$ cat src/pkg/ssp_pkg.sv
// Shared constants, register map and types for the synchronous slave serial port.
// Assumes a 32-bit AXI4-Lite register bus with byte addresses and a 40 MHz clock.
package ssp_pkg;

    // Register byte offsets
    localparam logic [7:0] OFS_TX_STATUS  = 8'h00;
    localparam logic [7:0] OFS_RX_STATUS  = 8'h04;
    localparam logic [7:0] OFS_TX_DATA    = 8'h08;
    localparam logic [7:0] OFS_RX_DATA    = 8'h0c;
    localparam logic [7:0] OFS_BAUD       = 8'h10;
    localparam logic [7:0] OFS_IRQ        = 8'h14;

    // transmit_status_control fields
    localparam int TXS_CLK_SRC  = 7;
    localparam int TXS_NINE     = 6;
    localparam int TXS_TX_EN    = 5;
    localparam int TXS_SYNC     = 4;
    localparam int TXS_SHIFT_MT = 1;
    localparam int TXS_NINTH    = 0;
    localparam logic [7:0] TXS_WMASK = 8'hf1;

    // receive_status_control fields
    localparam int RXS_PORT_EN  = 7;
    localparam int RXS_NINE     = 6;
    localparam int RXS_SINGLE   = 5;
    localparam int RXS_CONT     = 4;
    localparam int RXS_OVERRUN  = 1;
    localparam int RXS_NINTH    = 0;
    localparam logic [7:0] RXS_WMASK = 8'hf0;

    // baud_control fields
    localparam int BAUD_RX_IDLE = 6;
    localparam int BAUD_CK_POL  = 4;
    localparam logic [7:0] BAUD_WMASK = 8'h10;

    // Interrupt enable and flag register
    localparam int IRQ_TX_EN    = 0;
    localparam int IRQ_RX_EN    = 1;
    localparam int IRQ_PERIPH   = 2;
    localparam int IRQ_GLOBAL   = 3;
    localparam int IRQ_TX_FLAG  = 4;
    localparam int IRQ_RX_FLAG  = 5;
    localparam logic [7:0] IRQ_WMASK = 8'h0f;

    localparam logic [7:0]  REG_RESET   = 8'h00;
    localparam logic [3:0]  BITS_8      = 4'h8;
    localparam logic [3:0]  BITS_9      = 4'h9;
    localparam logic [11:0] ISR_VECTOR  = 12'h004;
    localparam logic [1:0]  RESP_OKAY   = 2'h0;
    localparam logic [1:0]  RESP_SLVERR = 2'h2;

    typedef struct packed {
        logic       ninth;
        logic [7:0] data;
    } ssp_char_t;

    typedef enum logic [0:0] {
        SSP_TX_IDLE  = 1'b0,
        SSP_TX_SHIFT = 1'b1
    } ssp_tx_state_t;

endpackage

$ cat src/verilog/ssp_slave_port.sv
// Synchronous slave serial port: the shift clock comes from an external master; data is received from it or sent to it.
// Assumes an AXI4-Lite master on clk; pin inputs are asynchronous to clk.
//
// The register offsets and the AXI4-Lite slave port were decided locally.

module ssp_slave_port #(
    parameter int ADDR_W     = 8,
    parameter int FIFO_DEPTH = 2
) (
    input  wire logic              clk,
    input  wire logic              srst,
    input  wire logic [ADDR_W-1:0] s_axi_awaddr,
    input  wire logic              s_axi_awvalid,
    output logic                   s_axi_awready,
    input  wire logic [31:0]       s_axi_wdata,
    input  wire logic [3:0]        s_axi_wstrb,
    input  wire logic              s_axi_wvalid,
    output logic                   s_axi_wready,
    output logic [1:0]             s_axi_bresp,
    output logic                   s_axi_bvalid,
    input  wire logic              s_axi_bready,
    input  wire logic [ADDR_W-1:0] s_axi_araddr,
    input  wire logic              s_axi_arvalid,
    output logic                   s_axi_arready,
    output logic [31:0]            s_axi_rdata,
    output logic [1:0]             s_axi_rresp,
    output logic                   s_axi_rvalid,
    input  wire logic              s_axi_rready,
    input  wire logic              cpu_sleep,
    input  wire logic              clock_pin_in,
    output logic                   clock_pin_out,
    output logic                   clock_pin_oe,
    input  wire logic              data_pin_in,
    output logic                   data_pin_out,
    output logic                   data_pin_oe,
    output logic                   wake,
    output logic                   irq,
    output logic [11:0]            isr_addr
);

    function automatic logic is_mapped(input logic [ADDR_W-1:0] a);
        is_mapped = (a == ADDR_W'(ssp_pkg::OFS_TX_STATUS)) || (a == ADDR_W'(ssp_pkg::OFS_RX_STATUS))
                 || (a == ADDR_W'(ssp_pkg::OFS_TX_DATA))   || (a == ADDR_W'(ssp_pkg::OFS_RX_DATA))
                 || (a == ADDR_W'(ssp_pkg::OFS_BAUD))      || (a == ADDR_W'(ssp_pkg::OFS_IRQ));
    endfunction

    // Pin synchronisers and stable levels
    logic [2:0] ck_s_r;
    logic [2:0] dt_s_r;
    logic       ck_lvl_r;

    // Bus slave state
    logic              awready_r;
    logic              wready_r;
    logic              bvalid_r;
    logic [1:0]        bresp_r;
    logic              aw_held_r;
    logic              w_held_r;
    logic [ADDR_W-1:0] awaddr_r;
    logic [7:0]        wdata_r;
    logic              wstrb_r;
    logic              arready_r;
    logic              rvalid_r;
    logic [1:0]        rresp_r;
    logic [31:0]       rdata_r;

    // Configuration
    logic [7:0] txs_r;
    logic [7:0] rxs_r;
    logic [7:0] baud_r;
    logic [7:0] irqen_r;

    // Transmit path
    ssp_pkg::ssp_tx_state_t tx_state_r;
    ssp_pkg::ssp_char_t     hold_r;
    logic                   hold_full_r;
    logic [8:0]             tsr_r;
    logic [3:0]             tx_cnt_r;
    logic                   dt_out_r;
    logic                   dt_oe_r;

    // Receive path
    logic [8:0]         rsr_r;
    logic [3:0]         rx_cnt_r;
    ssp_pkg::ssp_char_t fifo_r [FIFO_DEPTH];
    logic [1:0]         fifo_cnt_r;
    logic               overrun_error_r;

    logic wake_r;
    logic irq_r;
    logic [11:0] isr_addr_r;

    // Derived controls
    logic ck_stable;
    logic lead_edge;
    logic trail_edge;
    logic port_en;
    logic slave;
    logic rx_sel;
    logic tx_mode;
    logic rx_on;
    logic aw_hs;
    logic w_hs;
    logic ar_hs;
    logic wr_fire;
    logic wr_txdata;
    logic rd_pop;
    logic tx_done;
    logic tx_load;
    logic [3:0] rx_bits;
    logic rx_done;
    ssp_pkg::ssp_char_t rx_char;
    logic [1:0] cnt_after;
    logic tx_buffer_empty_flag;
    logic rx_char_available_flag;
    logic irq_ev;
    logic [31:0] rd_val;

    assign ck_stable  = ck_s_r[1] == ck_s_r[2];
    // Polarity bit picks which pin edge is the leading one
    assign lead_edge  = ck_stable && (ck_s_r[2] != ck_lvl_r)
                     && (ck_s_r[2] != baud_r[ssp_pkg::BAUD_CK_POL]);
    assign trail_edge = ck_stable && (ck_s_r[2] != ck_lvl_r)
                     && (ck_s_r[2] == baud_r[ssp_pkg::BAUD_CK_POL]);
    assign port_en = rxs_r[ssp_pkg::RXS_PORT_EN];
    assign slave   = txs_r[ssp_pkg::TXS_SYNC] && !txs_r[ssp_pkg::TXS_CLK_SRC] && port_en;
    assign rx_sel  = rxs_r[ssp_pkg::RXS_SINGLE] || rxs_r[ssp_pkg::RXS_CONT];
    assign tx_mode = slave && !rx_sel && txs_r[ssp_pkg::TXS_TX_EN];
    // Either enable receives continuously; no single-shot stop in slave mode
    assign rx_on   = slave && rx_sel && !overrun_error_r;
    assign aw_hs   = s_axi_awvalid && awready_r;
    assign w_hs    = s_axi_wvalid && wready_r;
    assign ar_hs   = s_axi_arvalid && arready_r;
    assign wr_fire = aw_held_r && w_held_r && !bvalid_r;
    assign wr_txdata = wr_fire && wstrb_r && (awaddr_r == ADDR_W'(ssp_pkg::OFS_TX_DATA));
    assign rd_pop  = ar_hs && (s_axi_araddr == ADDR_W'(ssp_pkg::OFS_RX_DATA)) && (fifo_cnt_r != 2'h0);
    assign tx_done = (tx_state_r == ssp_pkg::SSP_TX_SHIFT) && trail_edge && (tx_cnt_r == 4'h0);
    assign tx_load = tx_mode && hold_full_r
                  && ((tx_state_r == ssp_pkg::SSP_TX_IDLE) || tx_done);
    assign rx_bits = rxs_r[ssp_pkg::RXS_NINE] ? ssp_pkg::BITS_9 : ssp_pkg::BITS_8;
    assign rx_done = rx_on && trail_edge && (rx_cnt_r == rx_bits - 4'h1);
    // Bits arrive LSB first at the top of the shifter; 8-bit words sit one place high
    assign rx_char = rxs_r[ssp_pkg::RXS_NINE] ? {dt_s_r[2], rsr_r[8:1]}
                                              : {1'b0, dt_s_r[2], rsr_r[8:2]};
    assign cnt_after = fifo_cnt_r - {1'b0, rd_pop};
    assign tx_buffer_empty_flag   = !hold_full_r;
    assign rx_char_available_flag   = fifo_cnt_r != 2'h0;
    assign irq_ev = irqen_r[ssp_pkg::IRQ_PERIPH]
                 && ((tx_buffer_empty_flag && irqen_r[ssp_pkg::IRQ_TX_EN]) || (rx_char_available_flag && irqen_r[ssp_pkg::IRQ_RX_EN]));

    // The first stage feeds only the second; edges are judged on stages two and three
    always_ff @(posedge clk) begin
        if (srst) begin
            ck_s_r   <= 3'h0;
            dt_s_r   <= 3'h0;
            ck_lvl_r <= 1'b0;
        end else begin
            ck_s_r <= {ck_s_r[1:0], clock_pin_in};
            dt_s_r <= {dt_s_r[1:0], data_pin_in};
            if (ck_stable) begin
                ck_lvl_r <= ck_s_r[2];
            end
        end
    end

    // Write channel: address and data taken in either order, response after both
    always_ff @(posedge clk) begin
        if (srst) begin
            awready_r <= 1'b0;
            wready_r  <= 1'b0;
            bvalid_r  <= 1'b0;
            bresp_r   <= ssp_pkg::RESP_OKAY;
            aw_held_r <= 1'b0;
            w_held_r  <= 1'b0;
            awaddr_r  <= '0;
            wdata_r   <= 8'h00;
            wstrb_r   <= 1'b0;
        end else begin
            awready_r <= !(aw_held_r || aw_hs || bvalid_r);
            wready_r  <= !(w_held_r || w_hs || bvalid_r);
            if (aw_hs) begin
                aw_held_r <= 1'b1;
                awaddr_r  <= s_axi_awaddr;
            end
            if (w_hs) begin
                w_held_r <= 1'b1;
                wdata_r  <= s_axi_wdata[7:0];
                wstrb_r  <= s_axi_wstrb[0];
            end
            if (wr_fire) begin
                aw_held_r <= 1'b0;
                w_held_r  <= 1'b0;
                bvalid_r  <= 1'b1;
                bresp_r   <= is_mapped(awaddr_r) ? ssp_pkg::RESP_OKAY : ssp_pkg::RESP_SLVERR;
            end else if (bvalid_r && s_axi_bready) begin
                bvalid_r <= 1'b0;
            end
        end
    end

    // Read data view of the register file
    always_comb begin
        rd_val = 32'h0;
        case (s_axi_araddr)
            ADDR_W'(ssp_pkg::OFS_TX_STATUS): begin
                rd_val[7:0] = txs_r;
                rd_val[ssp_pkg::TXS_SHIFT_MT] = tx_state_r == ssp_pkg::SSP_TX_IDLE;
            end
            ADDR_W'(ssp_pkg::OFS_RX_STATUS): begin
                rd_val[7:0] = rxs_r;
                rd_val[ssp_pkg::RXS_OVERRUN] = overrun_error_r;
                rd_val[ssp_pkg::RXS_NINTH] = rxs_r[ssp_pkg::RXS_NINE] && fifo_r[0].ninth;
            end
            ADDR_W'(ssp_pkg::OFS_TX_DATA): begin
                rd_val[7:0] = hold_r.data;
            end
            ADDR_W'(ssp_pkg::OFS_RX_DATA): begin
                rd_val[7:0] = fifo_r[0].data;
            end
            ADDR_W'(ssp_pkg::OFS_BAUD): begin
                rd_val[7:0] = baud_r;
                rd_val[ssp_pkg::BAUD_RX_IDLE] = rx_cnt_r == 4'h0;
            end
            ADDR_W'(ssp_pkg::OFS_IRQ): begin
                rd_val[7:0] = irqen_r;
                rd_val[ssp_pkg::IRQ_TX_FLAG] = tx_buffer_empty_flag;
                rd_val[ssp_pkg::IRQ_RX_FLAG] = rx_char_available_flag;
            end
            default: begin
                rd_val = 32'h0;
            end
        endcase
    end

    // Read channel: one read in flight, data registered when the address is taken
    always_ff @(posedge clk) begin
        if (srst) begin
            arready_r <= 1'b0;
            rvalid_r  <= 1'b0;
            rresp_r   <= ssp_pkg::RESP_OKAY;
            rdata_r   <= 32'h0;
        end else begin
            arready_r <= !(rvalid_r || ar_hs);
            if (ar_hs) begin
                rvalid_r <= 1'b1;
                rdata_r  <= rd_val;
                rresp_r  <= is_mapped(s_axi_araddr) ? ssp_pkg::RESP_OKAY : ssp_pkg::RESP_SLVERR;
            end else if (rvalid_r && s_axi_rready) begin
                rvalid_r <= 1'b0;
            end
        end
    end

    // Software-written configuration
    always_ff @(posedge clk) begin
        if (srst) begin
            txs_r   <= ssp_pkg::REG_RESET;
            rxs_r   <= ssp_pkg::REG_RESET;
            baud_r  <= ssp_pkg::REG_RESET;
            irqen_r <= ssp_pkg::REG_RESET;
        end else if (wr_fire && wstrb_r) begin
            case (awaddr_r)
                ADDR_W'(ssp_pkg::OFS_TX_STATUS): txs_r   <= wdata_r & ssp_pkg::TXS_WMASK;
                ADDR_W'(ssp_pkg::OFS_RX_STATUS): rxs_r   <= wdata_r & ssp_pkg::RXS_WMASK;
                ADDR_W'(ssp_pkg::OFS_BAUD):      baud_r  <= wdata_r & ssp_pkg::BAUD_WMASK;
                ADDR_W'(ssp_pkg::OFS_IRQ):       irqen_r <= wdata_r & ssp_pkg::IRQ_WMASK;
                default: begin
                end
            endcase
        end
    end

    // Holding register: a write in the same cycle as a transfer keeps it full
    always_ff @(posedge clk) begin
        if (srst || !port_en) begin
            hold_r      <= '0;
            hold_full_r <= 1'b0;
        end else if (wr_txdata) begin
            hold_r.data  <= wdata_r;
            hold_r.ninth <= txs_r[ssp_pkg::TXS_NINTH];
            hold_full_r  <= 1'b1;
        end else if (tx_load) begin
            hold_full_r <= 1'b0;
        end
    end

    // Transmit shifter, advanced only by external clock edges; sleep does not stop it
    always_ff @(posedge clk) begin
        if (srst || !port_en) begin
            tx_state_r <= ssp_pkg::SSP_TX_IDLE;
            tsr_r      <= 9'h000;
            tx_cnt_r   <= 4'h0;
            dt_out_r   <= 1'b0;
        end else if (tx_load) begin
            tsr_r      <= txs_r[ssp_pkg::TXS_NINE] ? hold_r : {1'b0, hold_r.data};
            tx_cnt_r   <= txs_r[ssp_pkg::TXS_NINE] ? ssp_pkg::BITS_9 : ssp_pkg::BITS_8;
            tx_state_r <= ssp_pkg::SSP_TX_SHIFT;
        end else if (!tx_mode || tx_done) begin
            tx_state_r <= ssp_pkg::SSP_TX_IDLE;
        end else if (tx_state_r == ssp_pkg::SSP_TX_SHIFT && lead_edge && tx_cnt_r != 4'h0) begin
            dt_out_r <= tsr_r[0];
            tsr_r    <= {1'b0, tsr_r[8:1]};
            tx_cnt_r <= tx_cnt_r - 4'h1;
        end
    end

    // Pin drivers; the clock pin is never driven in slave operation
    always_ff @(posedge clk) begin
        if (srst) begin
            dt_oe_r <= 1'b0;
        end else begin
            dt_oe_r <= tx_mode;
        end
    end

    // Receive shifter; a partial character is dropped when reception stops
    always_ff @(posedge clk) begin
        if (srst || !rx_on) begin
            rsr_r    <= 9'h000;
            rx_cnt_r <= 4'h0;
        end else if (rx_done) begin
            rx_cnt_r <= 4'h0;
        end else if (trail_edge) begin
            rsr_r    <= {dt_s_r[2], rsr_r[8:1]};
            rx_cnt_r <= rx_cnt_r + 4'h1;
        end
    end

    // Two-entry receive buffer, entry 0 is the top
    always_ff @(posedge clk) begin
        if (srst || !port_en) begin
            fifo_cnt_r <= 2'h0;
            for (int i = 0; i < FIFO_DEPTH; i++) begin
                fifo_r[i] <= '0;
            end
        end else begin
            if (rd_pop) begin
                for (int i = 0; i < FIFO_DEPTH - 1; i++) begin
                    fifo_r[i] <= fifo_r[i+1];
                end
            end
            if (rx_done && cnt_after != 2'(FIFO_DEPTH)) begin
                fifo_r[cnt_after[0]] <= rx_char;
                fifo_cnt_r <= cnt_after + 2'h1;
            end else begin
                fifo_cnt_r <= cnt_after;
            end
        end
    end

    // Overrun: set wins over the continuous-enable clear in the same cycle; reset and port disable win over set
    always_ff @(posedge clk) begin
        if (srst || !port_en) begin
            overrun_error_r <= 1'b0;
        end else if (rx_done && cnt_after == 2'(FIFO_DEPTH)) begin
            overrun_error_r <= 1'b1;
        end else if (!rxs_r[ssp_pkg::RXS_CONT]) begin
            overrun_error_r <= 1'b0;
        end
    end

    // Wake and interrupt requests toward the processor
    always_ff @(posedge clk) begin
        if (srst) begin
            wake_r     <= 1'b0;
            irq_r      <= 1'b0;
            isr_addr_r <= 12'h000;
        end else begin
            wake_r     <= cpu_sleep && irq_ev;
            irq_r      <= irq_ev && irqen_r[ssp_pkg::IRQ_GLOBAL];
            isr_addr_r <= (irq_ev && irqen_r[ssp_pkg::IRQ_GLOBAL]) ? ssp_pkg::ISR_VECTOR
                                                                   : 12'h000;
        end
    end

    assign s_axi_awready = awready_r;
    assign s_axi_wready  = wready_r;
    assign s_axi_bvalid  = bvalid_r;
    assign s_axi_bresp   = bresp_r;
    assign s_axi_arready = arready_r;
    assign s_axi_rvalid  = rvalid_r;
    assign s_axi_rresp   = rresp_r;
    assign s_axi_rdata   = rdata_r;
    assign clock_pin_out = 1'b0;
    assign clock_pin_oe  = 1'b0;
    assign data_pin_out  = dt_out_r;
    assign data_pin_oe   = dt_oe_r;
    assign wake          = wake_r;
    assign irq           = irq_r;
    assign isr_addr      = isr_addr_r;

endmodule

$ cat config.mk
export PLATFORM = sky130hd
export DESIGN_NAME = ssp_slave_port
export DESIGN_NICKNAME = d
export VERILOG_FILES = /design/src/pkg/ssp_pkg.sv /design/src/verilog/ssp_slave_port.sv
export SDC_FILE = /design/constraint.sdc
export NUM_CORES = 1
export LEC_CHECK = 0
export BUFFER_PORTS_ARGS = -buffer_cell sky130_fd_sc_hd__buf_2
export CAP_MARGIN = 25
export CORE_ASPECT_RATIO = 1.4
export CORE_MARGIN = 10
export CORE_UTILIZATION = 30
export CTS_BUF_LIST = sky130_fd_sc_hd__clkbuf_8
export CTS_CLUSTER_SIZE = 20
export DETAILED_ROUTE_END_ITERATION = 8
export SYNTH_ARGS = -nofsm -noshare
export SYNTH_HDL_FRONTEND = slang
export SYNTH_SLANG_ARGS = --single-unit
$ cat constraint.sdc
create_clock -name clk -period 4.7 [get_ports clk]
set_input_delay 1.41 -clock clk [delete_from_list [all_inputs] [get_ports clk]]
set_output_delay 1.41 -clock clk [all_outputs]
set_load 0.01 [all_outputs]
; ---- After elaboration in Yosys (flattened, before gate mapping)
; Memories as Yosys holds them, arrays and structs flattened.
; Cells that the tools add are included.
[totals]
regBits = 113
mem_bits_rw = 18
out_inout_bits = 59
memories = 1
[memory_table]
columns = memory, words, width, rd, rd_ports_with_merged_regs, wr, line_no
row1 = fifo_r, 2, 9, 2, 0, 2, ssp_slave_port.sv:85  ; ssp_pkg::ssp_char_t fifo_r [FIFO_DEPTH];
[classes]
n_addsub = 5
eq_ne = 19
mux = 37
bitwise = 5
n_reduce_logical = 89
[ops]
columns = cell, n
row1 = 2-to-1 mux 9 bit, 7
row2 = case mux 8 bit (6 select lines), 1
row3 = logical AND 1 bit, 36
row4 = "== test 8 x 4 -> 1 bit, second input constant", 4
row5 = "== test 8 x 5 -> 1 bit, second input constant", 4
row6 = 2-to-1 mux 1 bit, 22
row7 = logical OR 1 bit, 21
row8 = "== test 8 x 3 -> 1 bit, second input constant", 2
row9 = logical NOT 8 bit, 2
row10 = 2-to-1 mux 4 bit, 3
row11 = AND reduction 2 bit, 6
row12 = nonzero test 2 bit, 6
row13 = logical NOT 1 bit, 11
row14 = OR reduction 9 bit, 1
row15 = logical NOT 4 bit, 2
row16 = "subtractor 4 x 1 -> 4 bit, second input constant", 2
row17 = 2-to-1 mux 2 bit, 3
row18 = "adder 4 x 1 -> 4 bit, second input constant", 1
row19 = == test 4 bit, 1
row20 = "!= test 2 bit, second input constant", 2
row21 = NOT 1 bit, 4
row22 = nonzero test 4 bit, 1
row23 = OR reduction 2 bit, 2
row24 = 2-to-1 mux 3 bit, 1
row25 = other kinds (8), 10

; ---- Longest topological paths before layout
; Gate-level depths: netlist (run 1).
[depth]
word_depth = 13
depth_mapped = 10
mapped_depth_nobuf = 6

; ---- Least setup slack after synthesis (run 1)
; OpenSTA, ideal clock, no wires.
[synth_path]
kind = in2reg
start = input port s_axi_araddr[3]
end = memory fifo_r[1][0] in the netlist's numbering, enable pin
setup_ps = 390
arrival_time_ps = 3658
t_required_ps = 4310
slack_ps = 652
cell_stages = 7
path_buffers = 3
path_cell_list = buf_4 > or4b_1 > buf_2 > nor4_2 > buf_2 > ha_1 > o31ai_1
[synth_rtl]
columns = element, line_no
row1 = from (decl), ssp_slave_port.sv:22  ; input wire logic [ADDR_W-1:0] s_axi_araddr,
row2 = to (decl), ssp_slave_port.sv:85

==> results of run 1 <==
## power by group
part,leakage (nW),internal (mW),switching [mW],total (mW)
clock,0.184,0.364,0.412,0.776
combinational,1.19,0.0351,0.0771,0.112
sequential,1.02,1.02,0.0155,1.03
## logic make-up (layout without fill, tap and decap cells)
logic type | Yosys count | after routing | share of synthesized area [%]
buf+inv | 99 | 107 | 9.484
compound gates | 147 | 147 | 15.81
xor+xnor | 5 | 5 | 0.7561
fa+ha+maj | 4 | 4 | 0.8642
mux | 34 | 34 | 6.286
simple gates | 251 | 251 | 23.53
other cells | 1 | 40 | 0.06475
flops | 116 | 116 | 43.21
## per-layer routing
layer / share of wire, % / GRT usage [%] / vias up
met5: 0 / 0 / -
met4: 1.9 / 5.199 / 0
met3: 5.4 / 2.616 / 22
met2: 48 / 20.28 / 160
met1: 44 / 15.37 / 2308
li1: - / - / 2376
## synthesized netlist by cell type (4+ instances only)
master,number
sky130_fd_sc_hd__nand4_1,29
sky130_fd_sc_hd__o221ai_1,8
sky130_fd_sc_hd__clkbuf_1,33
sky130_fd_sc_hd__buf_2,7
sky130_fd_sc_hd__and2_1,13
sky130_fd_sc_hd__and3_1,6
sky130_fd_sc_hd__or4_1,6
sky130_fd_sc_hd__a21oi_1,65
sky130_fd_sc_hd__dfxtp_1,98
sky130_fd_sc_hd__o21ai_0,33
sky130_fd_sc_hd__mux2i_1,24
sky130_fd_sc_hd__nor3_1,8
sky130_fd_sc_hd__nor2b_1,18
sky130_fd_sc_hd__o311ai_0,9
sky130_fd_sc_hd__nand3_1,34
sky130_fd_sc_hd__mux2_2,9
sky130_fd_sc_hd__xor2_1,4
sky130_fd_sc_hd__o31ai_1,4
sky130_fd_sc_hd__buf_4,41
sky130_fd_sc_hd__buf_1,4
sky130_fd_sc_hd__nand2_1,77
sky130_fd_sc_hd__inv_1,12
sky130_fd_sc_hd__edfxtp_1,18
sky130_fd_sc_hd__ha_1,4
sky130_fd_sc_hd__nand2b_1,5
sky130_fd_sc_hd__nor2_1,24
## final timing paths
path,from,endpoint,slack (ns)
min,dt_s_r[1],dt_s_r[2],0.44
min reg2reg,dt_s_r[1],dt_s_r[2],0.44
max reg2reg,rxs_r[6],fifo_r[1][7],1.98
max,s_axi_araddr[4],fifo_r[1][7],1.05
## worst max-delay path, stage by stage
cell                      delay [ns]
sky130_fd_sc_hd__buf_2          0.19
sky130_fd_sc_hd__or4b_1         0.70
sky130_fd_sc_hd__nor4_2         0.35
sky130_fd_sc_hd__ha_1           0.37
sky130_fd_sc_hd__or4_1          0.75
sky130_fd_sc_hd__nor2b_1        0.17
## state kept, by name, summed over array words and instances, names as in the netlist, 2 cells and up
signal	cells
ck_s_r	3
tx_cnt_r	4
awaddr_r	8
wdata_r	8
rsr_r	8
rx_cnt_r	4
tsr_r	9
hold_r	9
fifo_cnt_r	2
fifo_r	18
dt_s_r	3
s_axi_rdata	8
txs_r	5
rxs_r	4
irqen_r	4
## area by class of cell
| cell class | count | area, µm² |
|---|---|---|
| Multi-Input combinational cell | 480 | 2883 |
| Fill cell | 2036 | 12730 |
| Sequential cell | 116 | 2502 |
| Antenna cell | 1 | 2.502 |
| Clock buffer | 18 | 247.7 |
| Clock inverter | 13 | 72.57 |
| Timing Repair Buffer | 64 | 345.3 |
| Tap cell | 248 | 310.3 |
| Inverter | 12 | 45.04 |
## stage by stage
step           hold WS (ns)  total power, mW  util, %  setup WS (ns)
2_1_floorplan        0.4138            1.153        -         0.6520
4_1_cts              0.4464            1.943    33.46          1.046
6_report             0.4422            1.923    33.48          1.048
5_1_grt              0.4666            2.005    33.46         0.8815
3_5_place_dp         0.4304            1.167    31.79         0.5876
3_3_place_gp         0.4192            1.166    31.79         0.6273
==> parameters.txt, run 1 <==
Parameter                              Value

Min path
  Number of cells traversed by the worst hold path ... 1
  Path category of the worst min-delay check ... reg2reg

Worst setup path
  Capturing element type of the critical path ... flop
  Highest net fanout along the worst path ... 16
  Arrival time at the worst endpoint ... 3.94 ns
  Required time of the critical path ... 4.99 ns
  Worst Path Class, Setup ... in2reg
  Register-to-Register Path Depth ... 4
  Critical Path Source Type ... primary input

Floorplanning
  Vertical extent of the die ... 184.4 µm
  Die span in x ... 137.4 µm
  Number of cell rows ... 60
  Number of top-level pins ... 121
  Area of the core ... 19140 µm²
  Overall die area ... 25340 µm²
  Effective utilization at floorplan ... 30.25%

Global route
  First-pass GRT wire length ... 25270 µm
  Vias in the first global route ... 4793
  Leftover overflow at the end of global routing ... 0
  Number of antenna violations at the first check in global routing ... 0
  Largest net degree at the start of global routing ... 47
  Total routing usage reported by global routing ... 12.42%

Timing
  Worst Skew ... 0.01297 ns
  Relative slew margins ... 25.71%
  Setup TNS ... 0 ns
  Tcrit/Tclk final ... 77.71%
  Peak clock frequency supported by timing ... 273.8 MHz
  Final max-slew violation count ... 0
  Slew of the pin with the lowest slew margin ... 1.114 ns
  Final hold violation count ... 0
  Period minus WS final ... 3.652 ns
  Final setup violation count ... 0
  Setup repair after global routing missed its margin ... false

Drt
  DRC errors left ... 0
  1st-pass router iterations ... 5
  Wirelength, routed ... 15570 µm
  Via count of the routed design ... 4866
  Initial DRC count ... 336
  DRT antenna net count ... 0
  Ratio of routed vias to standard cells ... 5.111
  Average wire per standard cell ... 16.36 µm

Job
  Number of violations of the max-capacitance limit ... 0

CTS
  Insertion delay to the later sink of the worst-skew pair ... 0.44 ns
  H-Tree Depth ... 4
  Number of gates resized after cts ... 0
  TritonCTS Buffers ... 17
  Buffer depth of the longest clock path ... 2
  Hold-fix buffer count after cts ... 0
  Number of sinks driven by the clock tree ... 116
  Worst-path clk slew ... 0.06 ns
  Count of buffers added by post-CTS timing repair for setup ... 0
  Clock tree root driver cell ... sky130_fd_sc_hd__clkbuf_8
  TritonCTS clock tree ... yes

Finish
  Net count, final ... 757
  Most common cell after layout, fill and taps aside ... sky130_fd_sc_hd__dfxtp_1
  Most frequent cells in the layout ... sky130_fd_sc_hd__dfxtp_1, sky130_fd_sc_hd__nand2_1, sky130_fd_sc_hd__a21oi_1
  Area Overhead vs Synth ... 10.65%
  Fraction of final layout cells with drive strength greater than 1 ... 15.65%
  Area of all placed cells without fillers ... 6409 µm²
  Finished Layout Cells ... 952

Placement
  IO buf count ... 54
  Placed instance count ... 920
  Last weighted congestion value of the routability-driven placer ... 0.8155
  Detailed-placement wirelength estimate ... 11180 µm
  Cell area after placement ... 6086 µm²

Yosys
  Leading area contributor after synthesis ... sky130_fd_sc_hd__dfxtp_1
  Number of synthesis warnings ... 0
  FFs w/ async S/R, synth ... 0%
  Post-synthesis register bit count ... 116
  Cell Area, Synth ... 5792 µm²
  Synth top area cells ... sky130_fd_sc_hd__dfxtp_1, sky130_fd_sc_hd__edfxtp_1, sky130_fd_sc_hd__a21oi_1
  Syn Area/Cell ... 8.816 µm²
  Area share of the largest cell type after synthesis ... 33.87%
  Cell count after synthesis ... 657
  Most common flop cell mapped by yosys ... sky130_fd_sc_hd__dfxtp_1
  Sequential fraction of the synthesis area ... 43.21%
  Number of flops mapped to enable cells by yosys ... 18
  Number of different library cells in the post-synthesis netlist ... 65

Status
  Run status ... completed

Pwr
  Leakage power ... 2.388 nW
  Power per Cell Area ... 300.0 nW/µm²
  Peak supply drop ... 0.1992 mV
Power figures use the tool's default switching activity.
==> run 2, diff against run 1 <==
- ABC_AREA: not set -> 1
- clock period: 4.7 -> 3.3 ns (I/O delays scaled with it)
==> run 2 against run 1 <==
  * Power is 48% higher
  * Core utilization is 1.3 points higher
  * Clock skew is 0.0022 ns higher
  * Largest power group unchanged
  * Hold slack worse by 0.038 ns
  * Sequential share of layout area is 0.72 points higher
  * Sequential cell count stayed put
  * Via count is 4.5% lower
  * Synthesized cell count is 13% higher
  * Cell count is 11% higher
==> parameters.txt, run 2 <==
Parameter                              Value

Floorplanning
  Number of cell rows ... 58 (-3.3%)
  Effective utilization at floorplan ... 30.71% (+0.45 points)
  Overall die area ... 24410 µm² (-3.7%)
  Number of top-level pins ... 121 (unchanged)
  Area of the core ... 18070 µm² (-5.6%)
  Die span in x ... 134.9 µm (-1.8%)
  Vertical extent of the die ... 180.9 µm (-1.9%)

Timing
  Setup TNS ... 0 ns (unchanged)
  Final max-slew violation count ... 0 (unchanged)
  Peak clock frequency supported by timing ... 376.1 MHz
  Period minus WS final ... 2.659 ns
  Worst Skew ... 0.01520 ns (+0.002229 ns)
  Final setup violation count ... 0 (unchanged)
  Slew of the pin with the lowest slew margin ... 0.7161 ns (-0.3982 ns)
  Setup repair after global routing missed its margin ... false
  Relative slew margins ... 52.08% (+26 points)
  Tcrit/Tclk final ... 80.57%
  Final hold violation count ... 0 (unchanged)

Yosys
  Cell count after synthesis ... 741 (+13%)
  Most common flop cell mapped by yosys ... sky130_fd_sc_hd__dfxtp_1
  Number of flops mapped to enable cells by yosys ... 18 (unchanged)
  Number of different library cells in the post-synthesis netlist ... 38 (-42%)
  Leading area contributor after synthesis ... sky130_fd_sc_hd__dfxtp_1
  Area share of the largest cell type after synthesis ... 35.36% (+1.5 points)
  Most common cell in the synthesized netlist ... sky130_fd_sc_hd__nand2_1
  Syn Area/Cell ... 7.489 µm² (-15%)
  Synth top area cells ... sky130_fd_sc_hd__dfxtp_1, sky130_fd_sc_hd__edfxtp_1, sky130_fd_sc_hd__nand2_1
  Post-synthesis register bit count ... 116 (unchanged)
  FFs w/ async S/R, synth ... 0% (unchanged)
  List of most frequent post-synthesis cells ... sky130_fd_sc_hd__nand2_1, sky130_fd_sc_hd__dfxtp_1, sky130_fd_sc_hd__inv_1
  Cell Area, Synth ... 5549 µm² (-4.2%)
  Sequential fraction of the synthesis area ... 45.10% (+1.9 points)
  Number of synthesis warnings ... 0 (unchanged)

Finish
  Fraction of final layout cells with drive strength greater than 1 ... 15.87% (+0.22 points)
  Total area of sequential cells ... 2502 µm² (unchanged)
  Largest registers ... fifo_r x18, hold_r x9, tsr_r x9
  Most common cell after layout, fill and taps aside ... sky130_fd_sc_hd__nand2_1
  Max FFs per register ... 18 (unchanged)
  Largest Register ... fifo_r
  Area Overhead vs Synth ... 13.39%
  Net count, final ... 866 (+14%)
  Area of combinational cells with multiple inputs ... 2404 µm² (-17%)
  Antenna Cells ... 0 (-1)
  Area of all placed cells without fillers ... 6292 µm² (-1.8%)
  Fill cells ... 1960 (-3.7%)
  Most frequent cells in the layout ... sky130_fd_sc_hd__nand2_1, sky130_fd_sc_hd__dfxtp_1, sky130_fd_sc_hd__inv_1

Global route
  Largest net degree at the start of global routing ... 20 (-57%)
  Number of antenna violations at the first check in global routing ... 0 (unchanged)
  Vias in the first global route ... 4421 (-7.8%)
  Total routing usage reported by global routing ... 11.04% (-1.4 points)
  Leftover overflow at the end of global routing ... 0 (unchanged)
  First-pass GRT wire length ... 21670 µm (-14%)

Drt
  Average wire per standard cell ... 12.89 µm (-21%)
  Via count of the routed design ... 4646 (-4.5%)
  DRC errors left ... 0 (unchanged)
  DRT antenna net count ... 0 (unchanged)
  Wirelength, routed ... 13570 µm (-13%)
  Ratio of routed vias to standard cells ... 4.412 (-14%)
  Initial DRC count ... 286 (-15%)
  1st-pass router iterations ... 5 (unchanged)

Worst setup path
  Stage delay of the slowest cell on the critical path ... 0.37 ns (-0.38 ns)
  Critical register-to-register path endpoint ... tsr_r[8]
  Top cell by count, worst path ... sky130_fd_sc_hd__nand2_1
  Highest net fanout along the worst path ... 9 (-7)
  Standard cell with the maximum stage delay on the critical path ... sky130_fd_sc_hd__nand3_1
  Critical path origin ... s_axi_araddr[1]
  Required time of the critical path ... 3.39 ns (-1.60 ns)
  Worst Path Class, Setup ... in2reg
  Setup slack, reg-to-reg ... 1.18 ns (-0.80 ns)
  Last element of the critical path ... fifo_r[0][6]
  Capturing element type of the critical path ... flop
  Ordered list of cells on the worst path ... buf_2 -> nor2_2 -> nand2_1 -> nor3_4 -> nand3_2 -> inv_1 -> ha_1 -> nand2_1 -> nand4_1 -> nand3_1
  Critical Path Source Type ... primary input
  Startpoint of the worst register-to-register path ... tx_cnt_r[0]
  Register-to-Register Path Depth ... 10 (+6)
  Arrival time at the worst endpoint ... 2.75 ns (-1.19 ns)

Status
  Run status ... completed

Placement
  Detailed-placement wirelength estimate ... 10670 µm (-4.6%)
  Last weighted congestion value of the routability-driven placer ... 0.8740 (+7.2%)
  IO buf count ... 54 (unchanged)
  Cell area after placement ... 5923 µm² (-2.7%)

CTS
  Buffer depth of the longest clock path ... 2 (unchanged)
  TritonCTS clock tree ... yes
  Clock tree root driver cell ... sky130_fd_sc_hd__clkbuf_8
  Number of sinks driven by the clock tree ... 116 (unchanged)
  H-Tree Depth ... 4 (unchanged)
  TritonCTS Buffers ... 17 (unchanged)
  Hold-fix buffer count after cts ... 0 (unchanged)
  Worst-path clk slew ... 0.07 ns (about the same)
  Count of buffers added by post-CTS timing repair for setup ... 0 (unchanged)
  Number of gates resized after cts ... 0 (unchanged)
  Insertion delay to the later sink of the worst-skew pair ... 0.44 ns (about the same)

Pwr
  Peak supply drop ... 0.2176 mV (+9.2%)
  Leakage power ... 2.778 nW (+16%)
  Power per Cell Area ... 450.9 nW/µm² (+50%)

Job
  Number of violations of the max-capacitance limit ... 0 (unchanged)

Min path
  Path category of the worst min-delay check ... reg2reg
[run 2: per-stage QoR]
stage               hold slack, ns  total power, mW  instances  util [%]  setup slack [ns]
global route                0.4201            2.967       1053     34.82            0.5167
finish                      0.4042            2.837       1053     34.82            0.6412
floorplan                   0.3883            1.643        779         -            0.3421
detailed placement          0.3961            1.668       1021     32.78            0.2109
global placement            0.3888            1.665       1021     32.78            0.2394
CTS                         0.4068            2.884       1053     34.82            0.6580
[run 2: kinds of logic after synthesis]
group                      after synthesis  share of synthesized area (%)
other                                    1                        0.06758
and+or+nand+nor                        340                          28.41
adders and majority gates                4                         0.9020
xor gates and xnor gates                 1                         0.1579
muxes                                    1                         0.1804
DFF                                    116                          45.10
AOI/OAI and AO/OA                      117                          11.03
buffers and inverters                  161                          14.16
[run 2: layer usage]
| metal | GRT usage, % | vias up | wire length [µm] |
|---|---|---|---|
| li1 | - | 2440 | - |
| met1 | 11.25 | 2068 | 5366 |
| met2 | 20.01 | 111 | 7149 |
| met3 | 2.832 | 27 | 638 |
| met4 | 5.829 | 0 | 418 |
| met5 | 0 | - | 0 |
[run 2: area by class of cell]
type	count	share of cell area, %
inverter	99	5.906
timing repair buffer	64	5.488
clock inverter	14	1.929
clock buffer	18	3.937
multi-input combinational	502	38.20
sequential	116	39.77
tap	240	4.772
[run 2: how the worst min path moves through the flow]
stage | slack (ns) | from | endpoint | cells past startpoint
2_1_floorplan | 0.39 | ck_s_r[0] | ck_s_r[1] | 2
3_3_place_gp | 0.39 | dt_s_r[0] | dt_s_r[1] | 2
3_5_place_dp | 0.40 | dt_s_r[1] | dt_s_r[2] | 2
4_1_cts | 0.41 | dt_s_r[0] | dt_s_r[1] | 2
5_1_grt | 0.42 | dt_s_r[0] | dt_s_r[1] | 2
6_report | 0.40 | dt_s_r[1] | dt_s_r[2] | 2
[run 2: critical path: cells and delay by family]
kind                       cells  cell delay (ns)
adders and majority gates      1             0.28
buffers and inverters          2             0.20
and+or+nand+nor                7             1.27
[run 2: report_power, final]
group          internal, mW  switching [mW]  leakage [nW]
sequential             1.46          0.0167          1.02
combinational        0.0493           0.113          1.58
clock                 0.560           0.643         0.179
total                  2.07           0.772          2.78
